**src/ddc_pkg.sv**
```systemverilog
// Purpose: Constants, types and command decode for the drive device-control machine
// Assumes: Object dictionary reached by index/subindex strobes, one clock domain
// Notes: Dictionary indices are used as-is; the design never turns them into byte addresses
// Function
// - Power-up transient state left automatically
// - Rest in switch-on-disabled, indicator flashing green
// - Shutdown goes to armed idle, optional stop
// - Switch-on to switched-on; enable-op may skip it
// - Enable-operation only while supply in range
// - Steady green only operating; output stage also on while stopping
// - Disable-operation to switched-on, cancel jobs, optional stop
// - Disable-voltage: stage off at once, switch-on-disabled
// - Quick stop: ramp down, discard jobs on entry
// - Quick-stop-active left only by disable-voltage or masked error
// - Halt suspends jobs, resume when cleared
// - Masked error: stop motor, stage off, fault
// - Fault needs fault-reset edge before switch-on
// - Commands decoded from command word bits 0-3
// - Life bit copied to status bit 15
// - Halt bit zero permits, one stops
package ddc_pkg;

  localparam logic [15:0] IDX_CMD_WORD = 16'h6040;
  localparam logic [15:0] IDX_ERR_MASK = 16'h2321;
  localparam logic [7:0] SUB_FAULT_MASK = 8'h02;
  localparam logic [15:0] IDX_SHUT_OPT = 16'h605B;
  localparam logic [15:0] IDX_DISOP_OPT = 16'h605C;
  localparam logic [7:0] SUB_ZERO = 8'h00;

  localparam int BIT_SWITCH_ON = 0;
  localparam int BIT_EN_VOLT = 1;
  localparam int BIT_QUICK_STOP = 2;
  localparam int BIT_EN_OP = 3;
  localparam int BIT_FAULT_RESET = 7;
  localparam int BIT_HALT = 8;
  localparam int BIT_LIFE = 15;

  localparam logic [15:0] RST_CMD_WORD = 16'h0000;
  localparam logic [15:0] RST_FAULT_MASK = 16'h0000;
  localparam logic [15:0] RST_STOP_OPT = 16'h0000;

  typedef enum logic [8:0] {
    ST_PWRUP = 9'h001,
    ST_SOD = 9'h002,
    ST_ARMED = 9'h004,
    ST_SWON = 9'h008,
    ST_OPEN = 9'h010,
    ST_QSTOP = 9'h020,
    ST_CSTOP = 9'h040,
    ST_FREACT = 9'h080,
    ST_FAULT = 9'h100
  } ddc_state_t;

  typedef enum logic [1:0] {
    LED_OFF = 2'h0,
    LED_FLASH = 2'h1,
    LED_STEADY = 2'h2,
    LED_FAULT = 2'h3
  } ddc_led_t;

  typedef enum logic [2:0] {
    CMD_NONE = 3'h0,
    CMD_SHUT = 3'h1,
    CMD_SWON = 3'h2,
    CMD_DISV = 3'h3,
    CMD_QSTOP = 3'h4,
    CMD_ENOP = 3'h5
  } ddc_cmd_t;

  typedef struct packed {
    logic wr;
    logic rd;
    logic [15:0] index;
    logic [7:0] sub;
    logic [15:0] wdata;
  } ddc_dict_req_t;

  // Switch-on and disable-operation share one code; the state tells them apart
  function automatic ddc_cmd_t ddc_decode(input logic [3:0] b);
    ddc_cmd_t c;
    c = CMD_NONE;
    if (!b[BIT_EN_VOLT]) begin
      c = CMD_DISV;
    end else if (!b[BIT_QUICK_STOP]) begin
      c = CMD_QSTOP;
    end else if (!b[BIT_SWITCH_ON]) begin
      c = CMD_SHUT;
    end else if (b[BIT_EN_OP]) begin
      c = CMD_ENOP;
    end else begin
      c = CMD_SWON;
    end
    return c;
  endfunction

endpackage

```
**src/ddc_drive_ctrl.sv**
```systemverilog
// Purpose: Drive device-control state machine driven by a command word
// Assumes: Dictionary strobes and error flags synchronous to clock
// Notes: A stop option of zero switches at once; nonzero waits for standstill
`timescale 1ns/1ps
`default_nettype none

module ddc_drive_ctrl (
  input wire logic clock,
  input wire logic rst_b,
  input wire ddc_pkg::ddc_dict_req_t dict_req,
  input wire logic supply_ok,
  input wire logic motor_still,
  input wire logic [15:0] err_flags,
  output logic [15:0] dict_rdata,
  output ddc_pkg::ddc_state_t drive_state,
  output logic stage_en,
  output ddc_pkg::ddc_led_t led_mode,
  output logic move_hold,
  output logic move_cancel,
  output logic stop_req,
  output logic qs_ramp,
  output logic status_life
);

  typedef struct packed {
    ddc_pkg::ddc_state_t st;
    ddc_pkg::ddc_state_t tgt;
    logic [15:0] cmd;
    logic [15:0] fmask;
    logic [15:0] opt_shut;
    logic [15:0] opt_disop;
    logic fr_prev;
    logic [15:0] rdata;
    logic stage;
    ddc_pkg::ddc_led_t led;
    logic hold;
    logic cancel;
    logic stop;
    logic qsr;
    logic life;
  } ddc_regs_t;

  localparam ddc_regs_t REGS_RESET = '{
    st: ddc_pkg::ST_PWRUP,
    tgt: ddc_pkg::ST_SOD,
    cmd: ddc_pkg::RST_CMD_WORD,
    fmask: ddc_pkg::RST_FAULT_MASK,
    opt_shut: ddc_pkg::RST_STOP_OPT,
    opt_disop: ddc_pkg::RST_STOP_OPT,
    fr_prev: 1'b0,
    rdata: 16'h0000,
    stage: 1'b0,
    led: ddc_pkg::LED_OFF,
    hold: 1'b0,
    cancel: 1'b0,
    stop: 1'b0,
    qsr: 1'b0,
    life: 1'b0
  };

  ddc_regs_t r_q;
  ddc_regs_t r_d;

  always_comb begin
    ddc_pkg::ddc_cmd_t cmd;
    logic fr_edge;
    logic err;
    cmd = ddc_pkg::ddc_decode(r_q.cmd[3:0]);
    fr_edge = r_q.cmd[ddc_pkg::BIT_FAULT_RESET] & ~r_q.fr_prev;
    err = |(err_flags & r_q.fmask);
    r_d = r_q;
    r_d.cancel = 1'b0;
    r_d.fr_prev = r_q.cmd[ddc_pkg::BIT_FAULT_RESET];

    if (dict_req.wr) begin
      if (dict_req.index == ddc_pkg::IDX_CMD_WORD && dict_req.sub == ddc_pkg::SUB_ZERO) begin
        r_d.cmd = dict_req.wdata;
      end
      if (dict_req.index == ddc_pkg::IDX_ERR_MASK && dict_req.sub == ddc_pkg::SUB_FAULT_MASK) begin
        r_d.fmask = dict_req.wdata;
      end
      if (dict_req.index == ddc_pkg::IDX_SHUT_OPT && dict_req.sub == ddc_pkg::SUB_ZERO) begin
        r_d.opt_shut = dict_req.wdata;
      end
      if (dict_req.index == ddc_pkg::IDX_DISOP_OPT && dict_req.sub == ddc_pkg::SUB_ZERO) begin
        r_d.opt_disop = dict_req.wdata;
      end
    end
    if (dict_req.rd) begin
      r_d.rdata = 16'h0000;
      if (dict_req.index == ddc_pkg::IDX_CMD_WORD && dict_req.sub == ddc_pkg::SUB_ZERO) begin
        r_d.rdata = r_q.cmd;
      end
      if (dict_req.index == ddc_pkg::IDX_ERR_MASK && dict_req.sub == ddc_pkg::SUB_FAULT_MASK) begin
        r_d.rdata = r_q.fmask;
      end
      if (dict_req.index == ddc_pkg::IDX_SHUT_OPT && dict_req.sub == ddc_pkg::SUB_ZERO) begin
        r_d.rdata = r_q.opt_shut;
      end
      if (dict_req.index == ddc_pkg::IDX_DISOP_OPT && dict_req.sub == ddc_pkg::SUB_ZERO) begin
        r_d.rdata = r_q.opt_disop;
      end
    end

    // Commands with no transition from the current state fall through untouched
    case (r_q.st)
      ddc_pkg::ST_PWRUP: begin
        r_d.st = ddc_pkg::ST_SOD;
      end
      ddc_pkg::ST_SOD: begin
        if (cmd == ddc_pkg::CMD_SHUT) begin
          r_d.st = ddc_pkg::ST_ARMED;
        end
      end
      ddc_pkg::ST_ARMED: begin
        if (cmd == ddc_pkg::CMD_SWON) begin
          r_d.st = ddc_pkg::ST_SWON;
        end else if (cmd == ddc_pkg::CMD_ENOP && supply_ok) begin
          r_d.st = ddc_pkg::ST_OPEN;
        end else if (cmd == ddc_pkg::CMD_DISV || cmd == ddc_pkg::CMD_QSTOP) begin
          r_d.st = ddc_pkg::ST_SOD;
        end
      end
      ddc_pkg::ST_SWON: begin
        if (cmd == ddc_pkg::CMD_ENOP && supply_ok) begin
          r_d.st = ddc_pkg::ST_OPEN;
        end else if (cmd == ddc_pkg::CMD_SHUT) begin
          r_d.st = ddc_pkg::ST_ARMED;
        end else if (cmd == ddc_pkg::CMD_DISV || cmd == ddc_pkg::CMD_QSTOP) begin
          r_d.st = ddc_pkg::ST_SOD;
        end
      end
      ddc_pkg::ST_OPEN: begin
        if (cmd == ddc_pkg::CMD_DISV) begin
          r_d.st = ddc_pkg::ST_SOD;
        end else if (cmd == ddc_pkg::CMD_QSTOP) begin
          r_d.st = ddc_pkg::ST_QSTOP;
          r_d.cancel = 1'b1;
        end else if (cmd == ddc_pkg::CMD_SWON) begin
          r_d.cancel = 1'b1;
          if (r_q.opt_disop != ddc_pkg::RST_STOP_OPT) begin
            r_d.st = ddc_pkg::ST_CSTOP;
            r_d.tgt = ddc_pkg::ST_SWON;
          end else begin
            r_d.st = ddc_pkg::ST_SWON;
          end
        end else if (cmd == ddc_pkg::CMD_SHUT) begin
          if (r_q.opt_shut != ddc_pkg::RST_STOP_OPT) begin
            r_d.st = ddc_pkg::ST_CSTOP;
            r_d.tgt = ddc_pkg::ST_ARMED;
          end else begin
            r_d.st = ddc_pkg::ST_ARMED;
          end
        end
      end
      ddc_pkg::ST_CSTOP: begin
        if (cmd == ddc_pkg::CMD_DISV) begin
          r_d.st = ddc_pkg::ST_SOD;
        end else if (motor_still) begin
          r_d.st = r_q.tgt;
        end
      end
      ddc_pkg::ST_QSTOP: begin
        if (cmd == ddc_pkg::CMD_DISV) begin
          r_d.st = ddc_pkg::ST_SOD;
        end
      end
      ddc_pkg::ST_FREACT: begin
        if (motor_still) begin
          r_d.st = ddc_pkg::ST_FAULT;
        end
      end
      ddc_pkg::ST_FAULT: begin
        // Only the acknowledge edge leaves here, so no switch-on can slip past
        if (fr_edge) begin
          r_d.st = ddc_pkg::ST_SOD;
        end
      end
      default: begin
        r_d.st = ddc_pkg::ST_SOD;
      end
    endcase

    // Error wins over any command in the same cycle, except the fault-reset edge in fault
    if (err && r_q.st != ddc_pkg::ST_FREACT && r_q.st != ddc_pkg::ST_FAULT) begin
      r_d.st = ddc_pkg::ST_FREACT;
      r_d.cancel = 1'b0;
    end

    // Stage stays on during ramps so the motor can be braked electrically
    r_d.stage = (r_d.st == ddc_pkg::ST_OPEN) || (r_d.st == ddc_pkg::ST_QSTOP) ||
                (r_d.st == ddc_pkg::ST_CSTOP) ||
                (r_d.st == ddc_pkg::ST_FREACT && r_q.stage);
    r_d.stop = (r_d.st == ddc_pkg::ST_CSTOP) || (r_d.st == ddc_pkg::ST_FREACT);
    r_d.qsr = (r_d.st == ddc_pkg::ST_QSTOP);
    r_d.hold = r_q.cmd[ddc_pkg::BIT_HALT] && (r_d.st == ddc_pkg::ST_OPEN);
    r_d.life = r_q.cmd[ddc_pkg::BIT_LIFE];
    case (r_d.st)
      ddc_pkg::ST_OPEN: begin
        r_d.led = ddc_pkg::LED_STEADY;
      end
      ddc_pkg::ST_FREACT, ddc_pkg::ST_FAULT: begin
        r_d.led = ddc_pkg::LED_FAULT;
      end
      ddc_pkg::ST_PWRUP: begin
        r_d.led = ddc_pkg::LED_OFF;
      end
      default: begin
        r_d.led = ddc_pkg::LED_FLASH;
      end
    endcase
  end

  always_ff @(posedge clock) begin
    if (!rst_b) begin
      r_q <= REGS_RESET;
    end else begin
      r_q <= r_d;
    end
  end

  assign dict_rdata = r_q.rdata;
  assign drive_state = r_q.st;
  assign stage_en = r_q.stage;
  assign led_mode = r_q.led;
  assign move_hold = r_q.hold;
  assign move_cancel = r_q.cancel;
  assign stop_req = r_q.stop;
  assign qs_ramp = r_q.qsr;
  assign status_life = r_q.life;

endmodule

`default_nettype wire

```
**config.mk**
```make
export PLATFORM = sky130hd
export DESIGN_NAME = ddc_drive_ctrl
export DESIGN_NICKNAME = d
export VERILOG_FILES = /design/src/ddc_pkg.sv /design/src/ddc_drive_ctrl.sv
export SDC_FILE = /design/constraint.sdc
export NUM_CORES = 1
export LEC_CHECK = 0
export ABC_AREA = 1
export BUFFER_PORTS_ARGS = -buffer_cell sky130_fd_sc_hd__buf_2
export CAP_MARGIN = 10
export CORE_ASPECT_RATIO = 0.5
export CORE_MARGIN = 2
export CORE_UTILIZATION = 50
export DETAILED_ROUTE_END_ITERATION = 8
export MAX_ROUTING_LAYER = met4
export PLACE_DENSITY_LB_ADDON = 0.1
export RECOVER_POWER = 25
export SYNTH_ARGS = -nofsm -noshare
export SYNTH_HDL_FRONTEND = slang
export SYNTH_SLANG_ARGS = --single-unit
```
**constraint.sdc**
```tcl
create_clock -name clock -period 1.75 [get_ports clock]
set_input_delay 0.175 -clock clock [delete_from_list [all_inputs] [get_ports clock]]
set_output_delay 0.175 -clock clock [all_outputs]
set_load 0.05 [all_outputs]
```
### Yosys cells after proc, flatten, opt, wreduce, memory -nomap -nowiden

Cells that the tools add are included.

| word-level totals | value |
|---|---|
| register bits after elaboration | 107 |
| bits in writable memories | 0 |
| input port bits | 62 |
| ROM bits | 0 |
| output and inout bits | 33 |
| memories kept | 0 |
| latch bits | 0 |
| logic and storage cells | 108 |

| cells by class | value |
|---|---|
| shift operators | 0 |
| equality and inequality tests | 27 |
| $add $sub $neg | 0 |
| multiply operators | 0 |
| bitwise logic cells | 7 |
| $lt $le $gt $ge | 0 |
| multiplexer cells | 32 |
| reductions and logical operators | 27 |
| divide/modulo/power cells | 0 |

Operators with widths:

| operator | count |
|---|---|
| two-way mux 9 bit | 16 |
| one-hot mux 9 bit (8 select lines) | 1 |
| two-way mux 16 bit | 4 |
| equality test 16 x 15 -> 1 bit (second input constant) | 3 |
| two-way mux 18 bit | 2 |
| nonzero test 16 bit | 2 |
| equality test 9 x 5 -> 1 bit (second input constant) | 2 |
| equality test 9 x 6 -> 1 bit (second input constant) | 2 |
| equality test 9 x 7 -> 1 bit (second input constant) | 2 |
| equality test 9 x 8 -> 1 bit (second input constant) | 2 |
| equality test 9 bit (second input constant) | 2 |
| bitwise AND 16 bit | 1 |
| equality test 16 x 14 -> 1 bit (second input constant) | 1 |
| OR reduction 16 bit | 1 |
| two-way mux 7 bit | 2 |
| two-way mux 3 bit | 4 |
| equality test 9 x 1 -> 1 bit (second input constant) | 1 |
| equality test 9 x 2 -> 1 bit (second input constant) | 1 |
| equality test 9 x 3 -> 1 bit (second input constant) | 1 |
| equality test 9 x 4 -> 1 bit (second input constant) | 1 |
| logical AND 1 bit | 9 |
| inequality test 9 x 8 -> 1 bit (second input constant) | 1 |
| inequality test 9 bit (second input constant) | 1 |
| equality test 8 x 2 -> 1 bit (second input constant) | 1 |
| 15 further kinds | 30 |

### Longest topological paths before layout

Gate-level depths: netlist (run 1).

| depth | value |
|---|---|
| word-level depth | 15 |
| mapped depth | 13 |
| gate-level depth less buffers | 13 |

### Worst setup path after synthesis (run 1)

OpenSTA, ideal clock, no wires.

| path | value |
|---|---|
| path type | flip-flop to flip-flop |
| start | reg r_q (netlist bit drive_state[1]) |
| end | reg r_q (netlist bit drive_state[5]) |
| cell stages (with the launch flop) | 11 |
| slack | 0.307 ns |
| setup time | 0.128 ns |
| required time | 1.622 ns |
| path buffers | 0 |
| clock period less this slack | 1.443 ns |
| arrival | 1.315 ns |
| path through | dfxtp_1 -> nor2_2 -> nand2_2 -> clkinv_1 -> nand3_2 -> nand2_1 -> nor2_1 -> nand4_1 -> and2_4 -> nand2_1 -> nor2_1 |

| on the way | value |
|---|---|
| word-level cells in the longest chain between the ends | 4 |
| elaborated cells between the ends (all ways) | 14 |
| classes of those cells | 10 x eq/ne; 2 x mux; 2 x reduce/logical |

Ends and longest elaborated chain:

| element | line | text |
|---|---|---|
| from (decl) | ddc_drive_ctrl.sv:61 | `ddc_regs_t r_q;` |
| from (signal assigned) | ddc_drive_ctrl.sv:218 | `r_q <= r_d;` |
| branches (longest 3 deep; another with equality test 9 bit) | - |  |
| two-way mux 9 bit (*) | ddc_drive_ctrl.sv:185 | `if (err && r_q.st != ddc_pkg::ST_FREACT && r_q.st != ddc_pkg::ST_FAULT) begin` |

Every way passes the cells marked *.
A chain may end at the register's enable or synchronous reset.

### Worst setup path after layout (run 1)

| path | value |
|---|---|
| start | reg r_q (netlist bit drive_state[7]) |
| end | reg r_q (netlist bit stage_en) |

| on the way | value |
|---|---|
| word-level cells in the longest chain between the ends | 10 |
| elaborated cells between the ends (all ways) | 37 |
| classes of those cells | 14 x eq/ne; 17 x mux; 6 x reduce/logical |

Ends and longest elaborated chain:

| element | line | text |
|---|---|---|
| two-way mux 18 bit | ddc_drive_ctrl.sv:147 | `end else if (cmd == ddc_pkg::CMD_SHUT) begin` |
| two-way mux 18 bit | ddc_drive_ctrl.sv:139 | `end else if (cmd == ddc_pkg::CMD_SWON) begin` |
| two-way mux 9 bit | ddc_drive_ctrl.sv:136 | `end else if (cmd == ddc_pkg::CMD_QSTOP) begin` |
| two-way mux 9 bit | ddc_drive_ctrl.sv:134 | `if (cmd == ddc_pkg::CMD_DISV) begin` |
| one-hot mux 9 bit (8 select lines) | ddc_drive_ctrl.sv:106 | `case (r_q.st)` |
| two-way mux 9 bit (*) | ddc_drive_ctrl.sv:185 |  |
| equality test 9 x 5 -> 1 bit or equality test 9 x 6 -> 1 bit (tied branches) | ddc_drive_ctrl.sv:191 | `r_d.stage = (r_d.st == ddc_pkg::ST_OPEN) \|\| (r_d.st == ddc_pkg::ST_QSTOP) \|\|` |
| logical OR 1 bit (2 in series) | ddc_drive_ctrl.sv:191 |  |
| logical OR 1 bit (*) | ddc_drive_ctrl.sv:192 | `(r_d.st == ddc_pkg::ST_CSTOP) \|\|` |

Mark *: on every way between the ends. The rest lies on a longest branch, timed or not. The select of a mux whose other input is x is not followed.

==> metrics.log, run 1 <==
INFO  metric globalplace.congestion = 0.973
INFO  metric power_leakage = 2.85 nW
INFO  metric chipWidth = 157 microns
INFO  metric final_max_slew_viol_count = 0
INFO  metric drt-initial-drc-count = 498
INFO  metric mapped_area = 0.00588 sq mm
INFO  metric run_status = finished, final reports clean
INFO  metric power_frac_clock = 44.5%
INFO  metric max_freq = 605 MHz
INFO  metric seq_power_share = 48.3%
INFO  metric p_int = 0.00365 W
INFO  metric peakVddDrop = 0.471 mV
INFO  metric netSwitchingFraction = 23.8%
INFO  metric synth_seq_cells = 101
INFO  metric drc = 0
INFO  metric yosysWarningCount = 0
INFO  metric grt_pass1_wl = 28.0 mm
INFO  metric grt_pass1_vias = 5,493
INFO  metric place_hpwl = 13.1 mm
INFO  metric cts_max_level = 3
INFO  metric timing.final.crit_share = 94.4%
INFO  metric power_frac_comb = 7.3%
INFO  metric floorplan.die_area = 0.0127 sq mm
INFO  metric placement_rows = 27
INFO  metric path_common_cell = nand2_1
INFO  metric ant_nets = 0
INFO  metric syn2layout_area_growth = 16.8%
INFO  metric netlist_instances = 822
INFO  metric grt-ovfl-total = 0
INFO  metric die_height = 80.7 microns
INFO  metric cts_root_buffer = clkbuf_16
INFO  metric drive_gt1_share = 26.4%
INFO  metric finalNetCount = 959
INFO  metric worst_pin_slew = 0.649 ns
INFO  metric port-buffer-count = 94
INFO  metric first_pass_detailed_route_iteration_total = 5
INFO  metric via_count = 5,875
INFO  metric power.net_switching = 0.00114 W
INFO  metric worst_skew_pair.late_latency = 0.35 ns
INFO  metric finalWorstPathRequiredPeriod = 1.65 ns
INFO  metric crit_path_start_kind = flop
INFO  metric antenna_cells_inserted = 0
INFO  metric hold_violations = 0
INFO  metric globalRouteTotalUtil = 29.5%
INFO  metric ys_seq_area_share = 34.4%
INFO  metric reg2regPathDepth = 11
INFO  metric skew = 0.00837 ns
INFO  metric route.detailed.vias_per_inst = 5.54
INFO  metric timing.critical_path.fanout_max = 6
INFO  metric max_cap_viol_count = 0
INFO  metric maximum_number_of_pins_on_one_net_before_global_route_repair = 45
INFO  metric finalSetupTns = 0 ns
INFO  metric setup_viol = 0
INFO  metric worst_setup_hold_path_clk_slew = 0.07 ns
INFO  metric dominant_delay_contributor_by_cell_family_on_the_critical_path = simple AND/OR/NAND/NOR gates
INFO  metric timing.critical_path.cells = nor2_2, nand2_4, nor2_2, nand2_1, nand2_2, o21bai_4, nand2_2, nand2_1, nand3_1, nand2_1, inv_1
INFO  metric slew-limit-headroom = 56.7%
INFO  metric finalHoldWorstSlack = 0.0681 ns
INFO  metric routed_wl = 17.7 mm
INFO  metric critPathRequiredTime = 1.99 ns
INFO  metric placeableCoreArea = 0.0112 sq mm
INFO  metric min_from = dict_req[10]
INFO  metric start_util = 52.4%
INFO  metric worstSetupPathType = flop to flop
INFO  metric max-clock-path-buffers = 2
INFO  metric reg2reg_slack = 0.1 ns
INFO  metric grt_antenna_before_repair = 0
INFO  metric clkSinkCount = 101
INFO  metric timing.hold.worst_endpoint = r_q[67]
INFO  metric worstHoldPathType = input port to flop
INFO  metric power_density = 696 mW/mm^2
INFO  metric detail_route.wl_per_cell = 16.7 microns
INFO  metric inserted_clock_buffers = 9
INFO  metric regToRegEndpoint = stage_en
INFO  metric cp_num_buf_inv = 1
INFO  metric mostFrequentLayoutCell = nand2_1
INFO  metric dpl_worst_slack = -0.0204 ns
INFO  metric synthDistinctLibCells = 40
INFO  metric postSynthNetCount = 884
INFO  metric cts_tree = built
INFO  metric slowest_delay = 0.35 ns
INFO  metric worst_slack = 0.0977 ns
INFO  metric critical_path.reg2reg.startpoint = drive_state[7]
INFO  metric crit_path_end_kind = flop
INFO  metric floorplan.io_pins = 95
INFO  metric crit_slowest_cell = dfxtp_1
INFO  metric crit_arrival = 1.89 ns
INFO  metric layout.cells.most_common_list = nand2_1, nor2_1, dfxtp_1
INFO  metric synth.avg_cell_area = 7.16 sq um
INFO  metric hold_depth = 3
INFO  metric cts.hold.buffers_added = 0
how the worst max path moves through the flow:
stage	startpoint	endpoint	slack, ns	cells past startpoint
after floorplan	drive_state[1]	drive_state[5]	0.31	10
after global placement	drive_state[4]	stop_req	-0.04	11
after detailed placement	drive_state[6]	stop_req	-0.02	11
after CTS	drive_state[4]	stop_req	0.03	11
after global routing	drive_state[7]	drive_state[5]	-0.01	9
final	drive_state[7]	stage_en	0.1	11
what timing repair did:
item	4_1_cts	5_1_grt
buffers inserted	0	3
pin swaps	0	10
resized for setup	2	34
endpoints found under the setup margin	3	15
per-stage QoR:
step	cells	power, W	cell area (sq um)	util (%)
after floorplan	822	0.00254	5880	-
after global placement	1042	0.00269	6480	57.8
after detailed placement	1042	0.00270	6480	57.8
after CTS	1058	0.00479	6810	60.7
after global routing	1061	0.00493	6870	61.2
final	1061	0.00478	6870	61.2
flip-flops by register name, summed over array words and instances (netlist names):
signal	count
dict_rdata	16
drive_state	9
led_mode	2
move_cancel	1
move_hold	1
qs_ramp	1
r_d	2
r_q	66
stage_en	1
status_life	1
stop_req	1
synthesized netlist by cell type (all sizes together):
cell / n / area, sq um
a211oi: 33 / 388
a21oi: 40 / 249
a22oi: 1 / 7.51
a31oi: 1 / 6.26
a41oi: 1 / 8.76
and2: 1 / 8.76
buf: 56 / 393
clkbuf: 14 / 55.1
clkinv: 2 / 7.51
dfxtp: 101 / 2020
inv: 68 / 255
nand2: 146 / 561
nand3: 36 / 203
nand4: 93 / 594
nor2: 159 / 684
nor3: 9 / 60.1
nor4: 5 / 67.6
o21ai: 50 / 258
o21bai: 3 / 33.8
o22ai: 1 / 6.26
o31ai: 1 / 7.51
or2: 1 / 6.26
cell type report:
type	instances	area, sq um
fillers	1085	4350
multi-input cells	581	3230
flip-flops and latches	101	2030
repair buffers	134	820
clock buffers	12	267
inverters	70	267
well taps	159	199
clock inverters	4	52.6
tightest hold or removal path: stages:
cell and delay, ns:
buf_2 0.08, nor2_1 0.04, nor2_1 0.08
power by group through the flow:
stage / sequential [W] / combinational, W / clock, W
4_1_cts: 0.00231 / 0.000339 / 0.00214
6_report: 0.00231 / 0.000348 / 0.00213
2_1_floorplan: 0.00236 / 0.000179 / 0
3_3_place_gp: 0.00236 / 0.000335 / 0
3_5_place_dp: 0.00236 / 0.000338 / 0
5_1_grt: 0.00231 / 0.000379 / 0.00224
logic make-up (layout without fill, tap and decap cells):
logic type | count (synthesis) | in the layout | synth area share (%)
simple gates | 450 | 450 | 37.1
compound gates | 131 | 131 | 16.4
flops | 101 | 101 | 34.4
buf+inv | 140 | 220 | 12.1
per-layer routing:
layer	vias up	part of all wire [%]	routed length (microns)	GRT usage [%]
met3	32	6.6	1170	4.96
met5	-	0	0	-
met2	233	45	8030	47.5
li1	2921	-	-	-
met4	0	2.2	388	10.3
met1	2689	46	8080	37.7
Power figures use the tool's default switching activity.
==> run 2: changes to the inputs <==
--- a/config.mk
+++ b/config.mk
@@ -15,6 +15,7 @@
 export MAX_ROUTING_LAYER = met4
 export PLACE_DENSITY_LB_ADDON = 0.1
 export RECOVER_POWER = 25
+export REMOVE_ABC_BUFFERS = 1
 export SYNTH_ARGS = -nofsm -noshare
 export SYNTH_HDL_FRONTEND = slang
 export SYNTH_SLANG_ARGS = --single-unit
==> run 2 against run 1 <==
Against the previous run: global-route usage fell by 0.91 points; setup slack worse by 0.024 ns; critical path depth up 2; combinational power is 3% lower; sequential share of layout area is 0.18 points higher; die area is the same; largest cell class unchanged; cell count is the same.
==> metrics.log, run 2 (synthesis results as in run 1) <==
INFO  metric dp_cells = 1,045 (+0.29%)
INFO  metric clkSinkCount = 101 (unchanged)
INFO  metric cts_max_level = 3 (unchanged)
INFO  metric reg2regPathDepth = 13 (+2)
INFO  metric finalNetCount = 959 (unchanged)
INFO  metric timing.critical_path.depth = 13 (+2)
INFO  metric timing.final.crit_share = 95.8% (+1.3 points)
INFO  metric setup_viol = 0 (unchanged)
INFO  metric max_freq = 597 MHz (-1.4%)
INFO  metric crit_path_end_kind = flop
INFO  metric cp_num_buf_inv = 0 (-1)
INFO  metric drive_gt1_share = 25.4% (-1.0 points)
INFO  metric unrepaired_setup_endpoints_after_global_routing = true
INFO  metric place_hpwl = 12.4 mm (-5.5%)
INFO  metric dominant_delay_contributor_by_cell_family_on_the_critical_path = simple AND/OR/NAND/NOR gates
INFO  metric finalWorstPathRequiredPeriod = 1.68 ns (+0.0236 ns)
INFO  metric antenna_cells_inserted = 0 (unchanged)
INFO  metric worst_pin_slew = 0.809 ns (+0.160 ns)
INFO  metric critPathRequiredTime = 2.03 ns (+0.04 ns)
INFO  metric total_power = 0.00468 W (-2.1%)
INFO  metric placement.cell_area = 0.00650 sq mm (+0.35%)
INFO  metric power_density = 688 mW/mm^2 (-1.2%)
INFO  metric power_frac_comb = 7.2% (about the same)
INFO  metric routed_wl = 17.1 mm (-3.2%)
INFO  metric drt-initial-drc-count = 420 (-16%)
INFO  metric final_max_slew_viol_count = 0 (unchanged)
INFO  metric grt_antenna_before_repair = 0 (unchanged)
INFO  metric skew = 0.00944 ns (+0.00107 ns)
INFO  metric worstHoldPathType = input port to flop
INFO  metric layout.cells.most_common_list = nand2_1, nor2_1, dfxtp_1
INFO  metric max-clock-path-buffers = 2 (unchanged)
INFO  metric timing.critical_path.cells = nor2_4, nand2_1, nor2_2, nand2_1, nand2_1, nand2_1, nand2_1, o21ai_0, nand2_1, nand2_1, nand2_1, nand2_1, nor2_1
INFO  metric slowest_delay = 0.41 ns (+0.06 ns)
INFO  metric layoutNonFillerInstCount = 1,061 (unchanged)
INFO  metric inserted_clock_buffers = 9 (unchanged)
INFO  metric worstSetupPathType = flop to flop
INFO  metric maximum_number_of_pins_on_one_net_before_global_route_repair = 43 (-4.4%)
INFO  metric via_count = 5,750 (-2.1%)
INFO  metric floorplan.die_area = 0.0127 sq mm (unchanged)
INFO  metric largest-register = r_q
INFO  metric crit_slowest_cell = dfxtp_1
INFO  metric netSwitchingFraction = 26.8% (+3.0 points)
INFO  metric placeableCoreArea = 0.0112 sq mm (unchanged)
INFO  metric largest_reg_flops = 66 (unchanged)
INFO  metric finalHoldWorstSlack = 0.0561 ns (-0.0120 ns)
INFO  metric hold_violations = 0 (unchanged)
INFO  metric power_frac_clock = 43.5% (-1.0 points)
INFO  metric grt-ovfl-total = 0 (unchanged)
INFO  metric post-cts-setup-buffer-count = 0 (unchanged)
INFO  metric power.net_switching = 0.00126 W (+10%)
INFO  metric grt_pass1_vias = 5,232 (-4.8%)
INFO  metric cts_root_buffer = clkbuf_16
INFO  metric worst_setup_hold_path_clk_slew = 0.08 ns (about the same)
INFO  metric detail_route.wl_per_cell = 16.1 microns (-3.2%)
INFO  metric ant_nets = 0 (unchanged)
INFO  metric first_pass_detailed_route_iteration_total = 5 (unchanged)
INFO  metric grt_pass1_wl = 27.2 mm (-3.0%)
INFO  metric die_height = 80.7 microns (unchanged)
INFO  metric slew-limit-headroom = 46.0% (-11 points)
INFO  metric crit_arrival = 1.96 ns (+0.07 ns)
INFO  metric drc = 0 (unchanged)
INFO  metric hold_depth = 3 (unchanged)
INFO  metric worst_skew_pair.late_latency = 0.36 ns (about the same)
INFO  metric mostFrequentLayoutCell = nand2_1
INFO  metric power_leakage = 2.86 nW (+0.46%)
INFO  metric start_util = 52.4% (unchanged)
INFO  metric timing.critical_path.fanout_max = 6 (unchanged)
INFO  metric floorplan.io_pins = 95 (unchanged)
INFO  metric max_cap_viol_count = 0 (unchanged)
INFO  metric seq_power_share = 49.2% (+0.9 points)
INFO  metric design_area = 0.00681 sq mm (-0.86%)
INFO  metric syn2layout_area_growth = 15.8%
INFO  metric globalRouteTotalUtil = 28.5% (-0.91 points)
INFO  metric peakVddDrop = 0.458 mV (-2.7%)
INFO  metric globalplace.congestion = 0.942 (-3.1%)
INFO  metric run_status = finished, final reports clean
INFO  metric cts_tree = built
INFO  metric p_int = 0.00343 W (-6.0%)
INFO  metric port-buffer-count = 94 (unchanged)
INFO  metric crit_path_start_kind = flop
INFO  metric path_common_cell = nand2_1
INFO  metric placement_rows = 27 (unchanged)
INFO  metric route.detailed.vias_per_inst = 5.42 (-2.1%)
INFO  metric final.fill_count = 1,082 (-0.28%)
INFO  metric chipWidth = 157 microns (unchanged)
## run 2: metal layers
metal	track usage [%]	up-vias	wire, microns
met2	44.7	213	7600
met4	7.55	0	364
met1	38.1	2597	8060
met3	5.29	27	1090
li1	-	2913	-
met5	-	-	0
## run 2: power by group through the flow
stage,Clock [W],Sequential (W),Combinational (W)
final,0.00204,0.00231,0.000338
after global routing,0.00217,0.00231,0.000367
after CTS,0.00206,0.00231,0.000336
after detailed placement,0,0.00236,0.000335
after global placement,0,0.00236,0.000334
after floorplan,0,0.00238,0.000126
## run 2: layout make-up
| type | instances | area (sq um) | share of cell area (%) |
|---|---|---|---|
| multi-input cells | 581 | 3210 | 47.1 |
| flip-flops and latches | 101 | 2030 | 29.8 |
| repair buffers | 134 | 808 | 11.9 |
| inverters | 70 | 267 | 3.91 |
| clock buffers | 9 | 225 | 3.31 |
| well taps | 159 | 199 | 2.92 |
| clock inverters | 7 | 73.8 | 1.08 |
## run 2: repair_timing
item                                    in CTS  in global routing
resized for setup                            0                 21
endpoints found under the setup margin       0                 16
hold buffers                                 0                  0
## run 2: final timing paths
kind,to,startpoint,slack [ns]
setup / recovery,drive_state[3],drive_state[5],0.07
hold / removal,r_q[63],dict_req[6],0.06
setup reg to reg,drive_state[3],drive_state[5],0.07
hold reg to reg,r_q[90],r_q[90],0.46
## run 2: metrics by stage
step	TNS (ns)	setup WS (ns)	util (%)
after global routing	-0.308	-0.0931	60.7
after CTS	0	0.0136	60.7
after global placement	0	0.0229	58.0
final	0	0.0741	60.7
after detailed placement	0	0.0259	58.0
after floorplan	-13.48	-0.488	-
## run 2: worst min-delay path: stages
cell and delay, ns:
buf_2 0.09, nor2_1 0.04, nor2_1 0.08
==> run 3: changes to the inputs <==
--- a/config.mk
+++ b/config.mk
@@ -8,9 +8,11 @@
 export ABC_AREA = 1
 export BUFFER_PORTS_ARGS = -buffer_cell sky130_fd_sc_hd__buf_2
 export CAP_MARGIN = 10
+export CELL_PAD_IN_SITES_DETAIL_PLACEMENT = 2
+export CELL_PAD_IN_SITES_GLOBAL_PLACEMENT = 2
 export CORE_ASPECT_RATIO = 0.5
 export CORE_MARGIN = 2
-export CORE_UTILIZATION = 50
+export CORE_UTILIZATION = 32
 export DETAILED_ROUTE_END_ITERATION = 8
 export MAX_ROUTING_LAYER = met4
 export PLACE_DENSITY_LB_ADDON = 0.1
==> run 3 against run 2 <==
Against the previous run: via count rose by 6.7%; setup slack better by 0.032 ns; critical path type unchanged; clock-buffer cell count stayed put; register-to-register slack gained 0.03 ns; design area rose by 6.8%; sequential cell count did not move; critical endpoint is now stage_en; total power increased by 0.38%; cell count increased by 9.0%; first-iteration DRC count fell by 45%; sequential share of layout area shrank 1.7 points.
==> metrics.log, run 3 (synthesis results as in run 1) <==
INFO  metric power_density = 646 mW/mm^2 (-6.0%)
INFO  metric crit_path_start_kind = flop
INFO  metric floorplan.die_area = 0.0195 sq mm (+54%)
INFO  metric layout.cells.most_common_list = nand2_1, nor2_1, nand4_1
INFO  metric reg2reg_slack = 0.11 ns (+0.03 ns)
INFO  metric drive_gt1_share = 29.6% (+4.2 points)
INFO  metric detail_route.wl_per_cell = 19.8 microns (+23%)
INFO  metric timing.final.crit_share = 94.0% (-1.8 points)
INFO  metric max-clock-path-buffers = 2 (unchanged)
INFO  metric total_power = 0.00470 W (+0.38%)
INFO  metric worst_skew_pair.late_latency = 0.36 ns (about the same)
INFO  metric timing.hold.worst_endpoint = r_q[64]
INFO  metric port-buffer-count = 94 (unchanged)
INFO  metric floorplan.io_pins = 95 (unchanged)
INFO  metric route.detailed.vias_per_inst = 5.31 (-2.1%)
INFO  metric routed_wl = 22.9 mm (+34%)
INFO  metric clkSinkCount = 101 (unchanged)
INFO  metric run_status = finished, final reports clean
INFO  metric chipWidth = 196 microns (+24%)
INFO  metric largest_reg_flops = 66 (unchanged)
INFO  metric largest-register = r_q
INFO  metric setup_viol = 0 (unchanged)
INFO  metric hold_violations = 0 (unchanged)
INFO  metric gr-usage-met1 = 31.6% (-6.5 points)
INFO  metric hold_depth = 3 (unchanged)
INFO  metric busiest_layer = met2
INFO  metric worstHoldPathType = input port to flop
INFO  metric cts.hold.buffers_added = 0 (unchanged)
INFO  metric inserted_clock_buffers = 9 (unchanged)
INFO  metric power_leakage = 2.99 nW (+4.7%)
INFO  metric drc = 0 (unchanged)
INFO  metric timing.critical_path.cells = buf_4, nor2_2, nand2_1, nor3_2, buf_4, o21ai_0, o21ai_1, nand2_1, nand3_1, nand2_1, inv_1
INFO  metric finalNetCount = 979 (+2.1%)
INFO  metric start_util = 33.2% (-19 points)
INFO  metric max_freq = 608 MHz (+1.9%)
INFO  metric ant_nets = 0 (unchanged)
INFO  metric peakVddDrop = 0.469 mV (+2.5%)
INFO  metric timing.critical_path.from = drive_state[5]
INFO  metric crit_path_end_kind = flop
INFO  metric reg2regPathDepth = 11 (-2)
INFO  metric regToRegEndpoint = stage_en
INFO  metric final_max_slew_viol_count = 0 (unchanged)
INFO  metric min_from = dict_req[7]
INFO  metric cts_root_buffer = clkbuf_16
INFO  metric skew = 0.0109 ns (+0.00144 ns)
INFO  metric syn2layout_area_growth = 23.7%
INFO  metric grt.met3_usage = 3.39% (-1.9 points)
INFO  metric slowest_delay = 0.35 ns (-0.06 ns)
INFO  metric dominant_delay_contributor_by_cell_family_on_the_critical_path = simple AND/OR/NAND/NOR gates
INFO  metric finalHoldWorstSlack = 0.0639 ns (+0.00780 ns)
INFO  metric placement_rows = 34 (+26%)
INFO  metric die_height = 99.9 microns (+24%)
INFO  metric timing.critical_path.depth = 11 (-2)
INFO  metric slew-limit-headroom = 59.3% (+13 points)
INFO  metric drt-initial-drc-count = 232 (-45%)
INFO  metric crit_slowest_cell = dfxtp_2
INFO  metric critical_path.reg2reg.startpoint = drive_state[5]
INFO  metric globalRouteTotalUtil = 24.9% (-3.7 points)
INFO  metric grt-ovfl-total = 0 (unchanged)
INFO  metric maximum_number_of_pins_on_one_net_before_global_route_repair = 43 (unchanged)
INFO  metric via_count = 6,138 (+6.7%)
INFO  metric grt_pass1_vias = 6,551 (+25%)
INFO  metric worst_pin_slew = 0.613 ns (-0.197 ns)
INFO  metric timing.critical_path.fanout_max = 4 (-2)
INFO  metric crit_arrival = 1.95 ns (about the same)
INFO  metric cp_num_buf_inv = 3 (+3)
INFO  metric worstSetupPathType = flop to flop
INFO  metric mostFrequentLayoutCell = nand2_1
INFO  metric place_hpwl = 16.5 mm (+34%)
INFO  metric finalWorstPathRequiredPeriod = 1.64 ns (-0.0318 ns)
INFO  metric grt_antenna_before_repair = 1 (+1)
INFO  metric final_util = 41.1% (-20 points)
INFO  metric globalplace.congestion = 0.890 (-5.6%)
INFO  metric cts_max_level = 3 (unchanged)
INFO  metric grtUsageMet2 = 43.0% (-1.7 points)
INFO  metric cts_tree = built
INFO  metric path_common_cell = nand2_1
INFO  metric worst_setup_hold_path_clk_slew = 0.08 ns (about the same)
INFO  metric grt_pass1_wl = 36.8 mm (+35%)
INFO  metric max_cap_viol_count = 0 (unchanged)
INFO  metric placeableCoreArea = 0.0177 sq mm (+58%)
INFO  metric critPathRequiredTime = 2.06 ns (+0.03 ns)
INFO  metric first_pass_detailed_route_iteration_total = 4 (-1)
## run 3: cell type report
| cell class | count | area [sq um] |
|---|---|---|
| Clock buffer | 9 | 225 |
| Fill cell | 2142 | 10400 |
| Timing Repair Buffer | 154 | 1060 |
| Tap cell | 234 | 293 |
| Multi-Input combinational cell | 581 | 3310 |
| Antenna cell | 1 | 2.50 |
| Sequential cell | 101 | 2040 |
| Clock inverter | 7 | 70.1 |
| Inverter | 70 | 268 |
## run 3: through the flow
stage | cell area, sq um | std cells | setup TNS, ns | setup WS, ns
final | 7270 | 1157 | 0 | 0.106
after global routing | 7270 | 1157 | -0.141 | -0.0397
after CTS | 7100 | 1149 | -0.0438 | -0.0206
after detailed placement | 6760 | 1132 | -0.956 | -0.127
after global placement | 6760 | 1132 | -0.907 | -0.126
after floorplan | 5430 | 752 | -13.48 | -0.488
## run 3: metal layers
layer | up-vias | wire length [microns]
li1 | 2955 | -
met1 | 3052 | 10900
met2 | 109 | 11200
met3 | 22 | 655
met4 | 0 | 212
met5 | - | 0
## run 3: repair_timing
item                       CTS  global route
resized for setup           15            49
setup buffers                1             7
pin swaps                    3            11
cloned                       0             0
hold endpoints to repair     0             0
setup endpoints to repair   13            16
## run 3: worst max path at each step
stage | slack (ns) | end
finish | 0.11 | stage_en
global route | -0.04 | stage_en
CTS | -0.02 | r_q[92]
detailed placement | -0.13 | qs_ramp
global placement | -0.13 | qs_ramp
floorplan | -0.49 | r_d[0]
## run 3: worst register-to-register path: stages (launching register included)
cell	delay, ns
dfxtp_2	0.35
buf_4	0.15
nor2_2	0.16
nand2_1	0.08
nor3_2	0.11
buf_4	0.15
o21ai_0	0.12
o21ai_1	0.20
nand2_1	0.09
nand3_1	0.09
nand2_1	0.06
inv_1	0.06
## run 3: power breakdown
part,internal [W],total (W),switching (W)
Sequential,0.00230,0.00231,0.00000639
Clock,0.00100,0.00203,0.00103
Combinational,0.000110,0.000364,0.000254
Total,0.00341,0.00470,0.00129
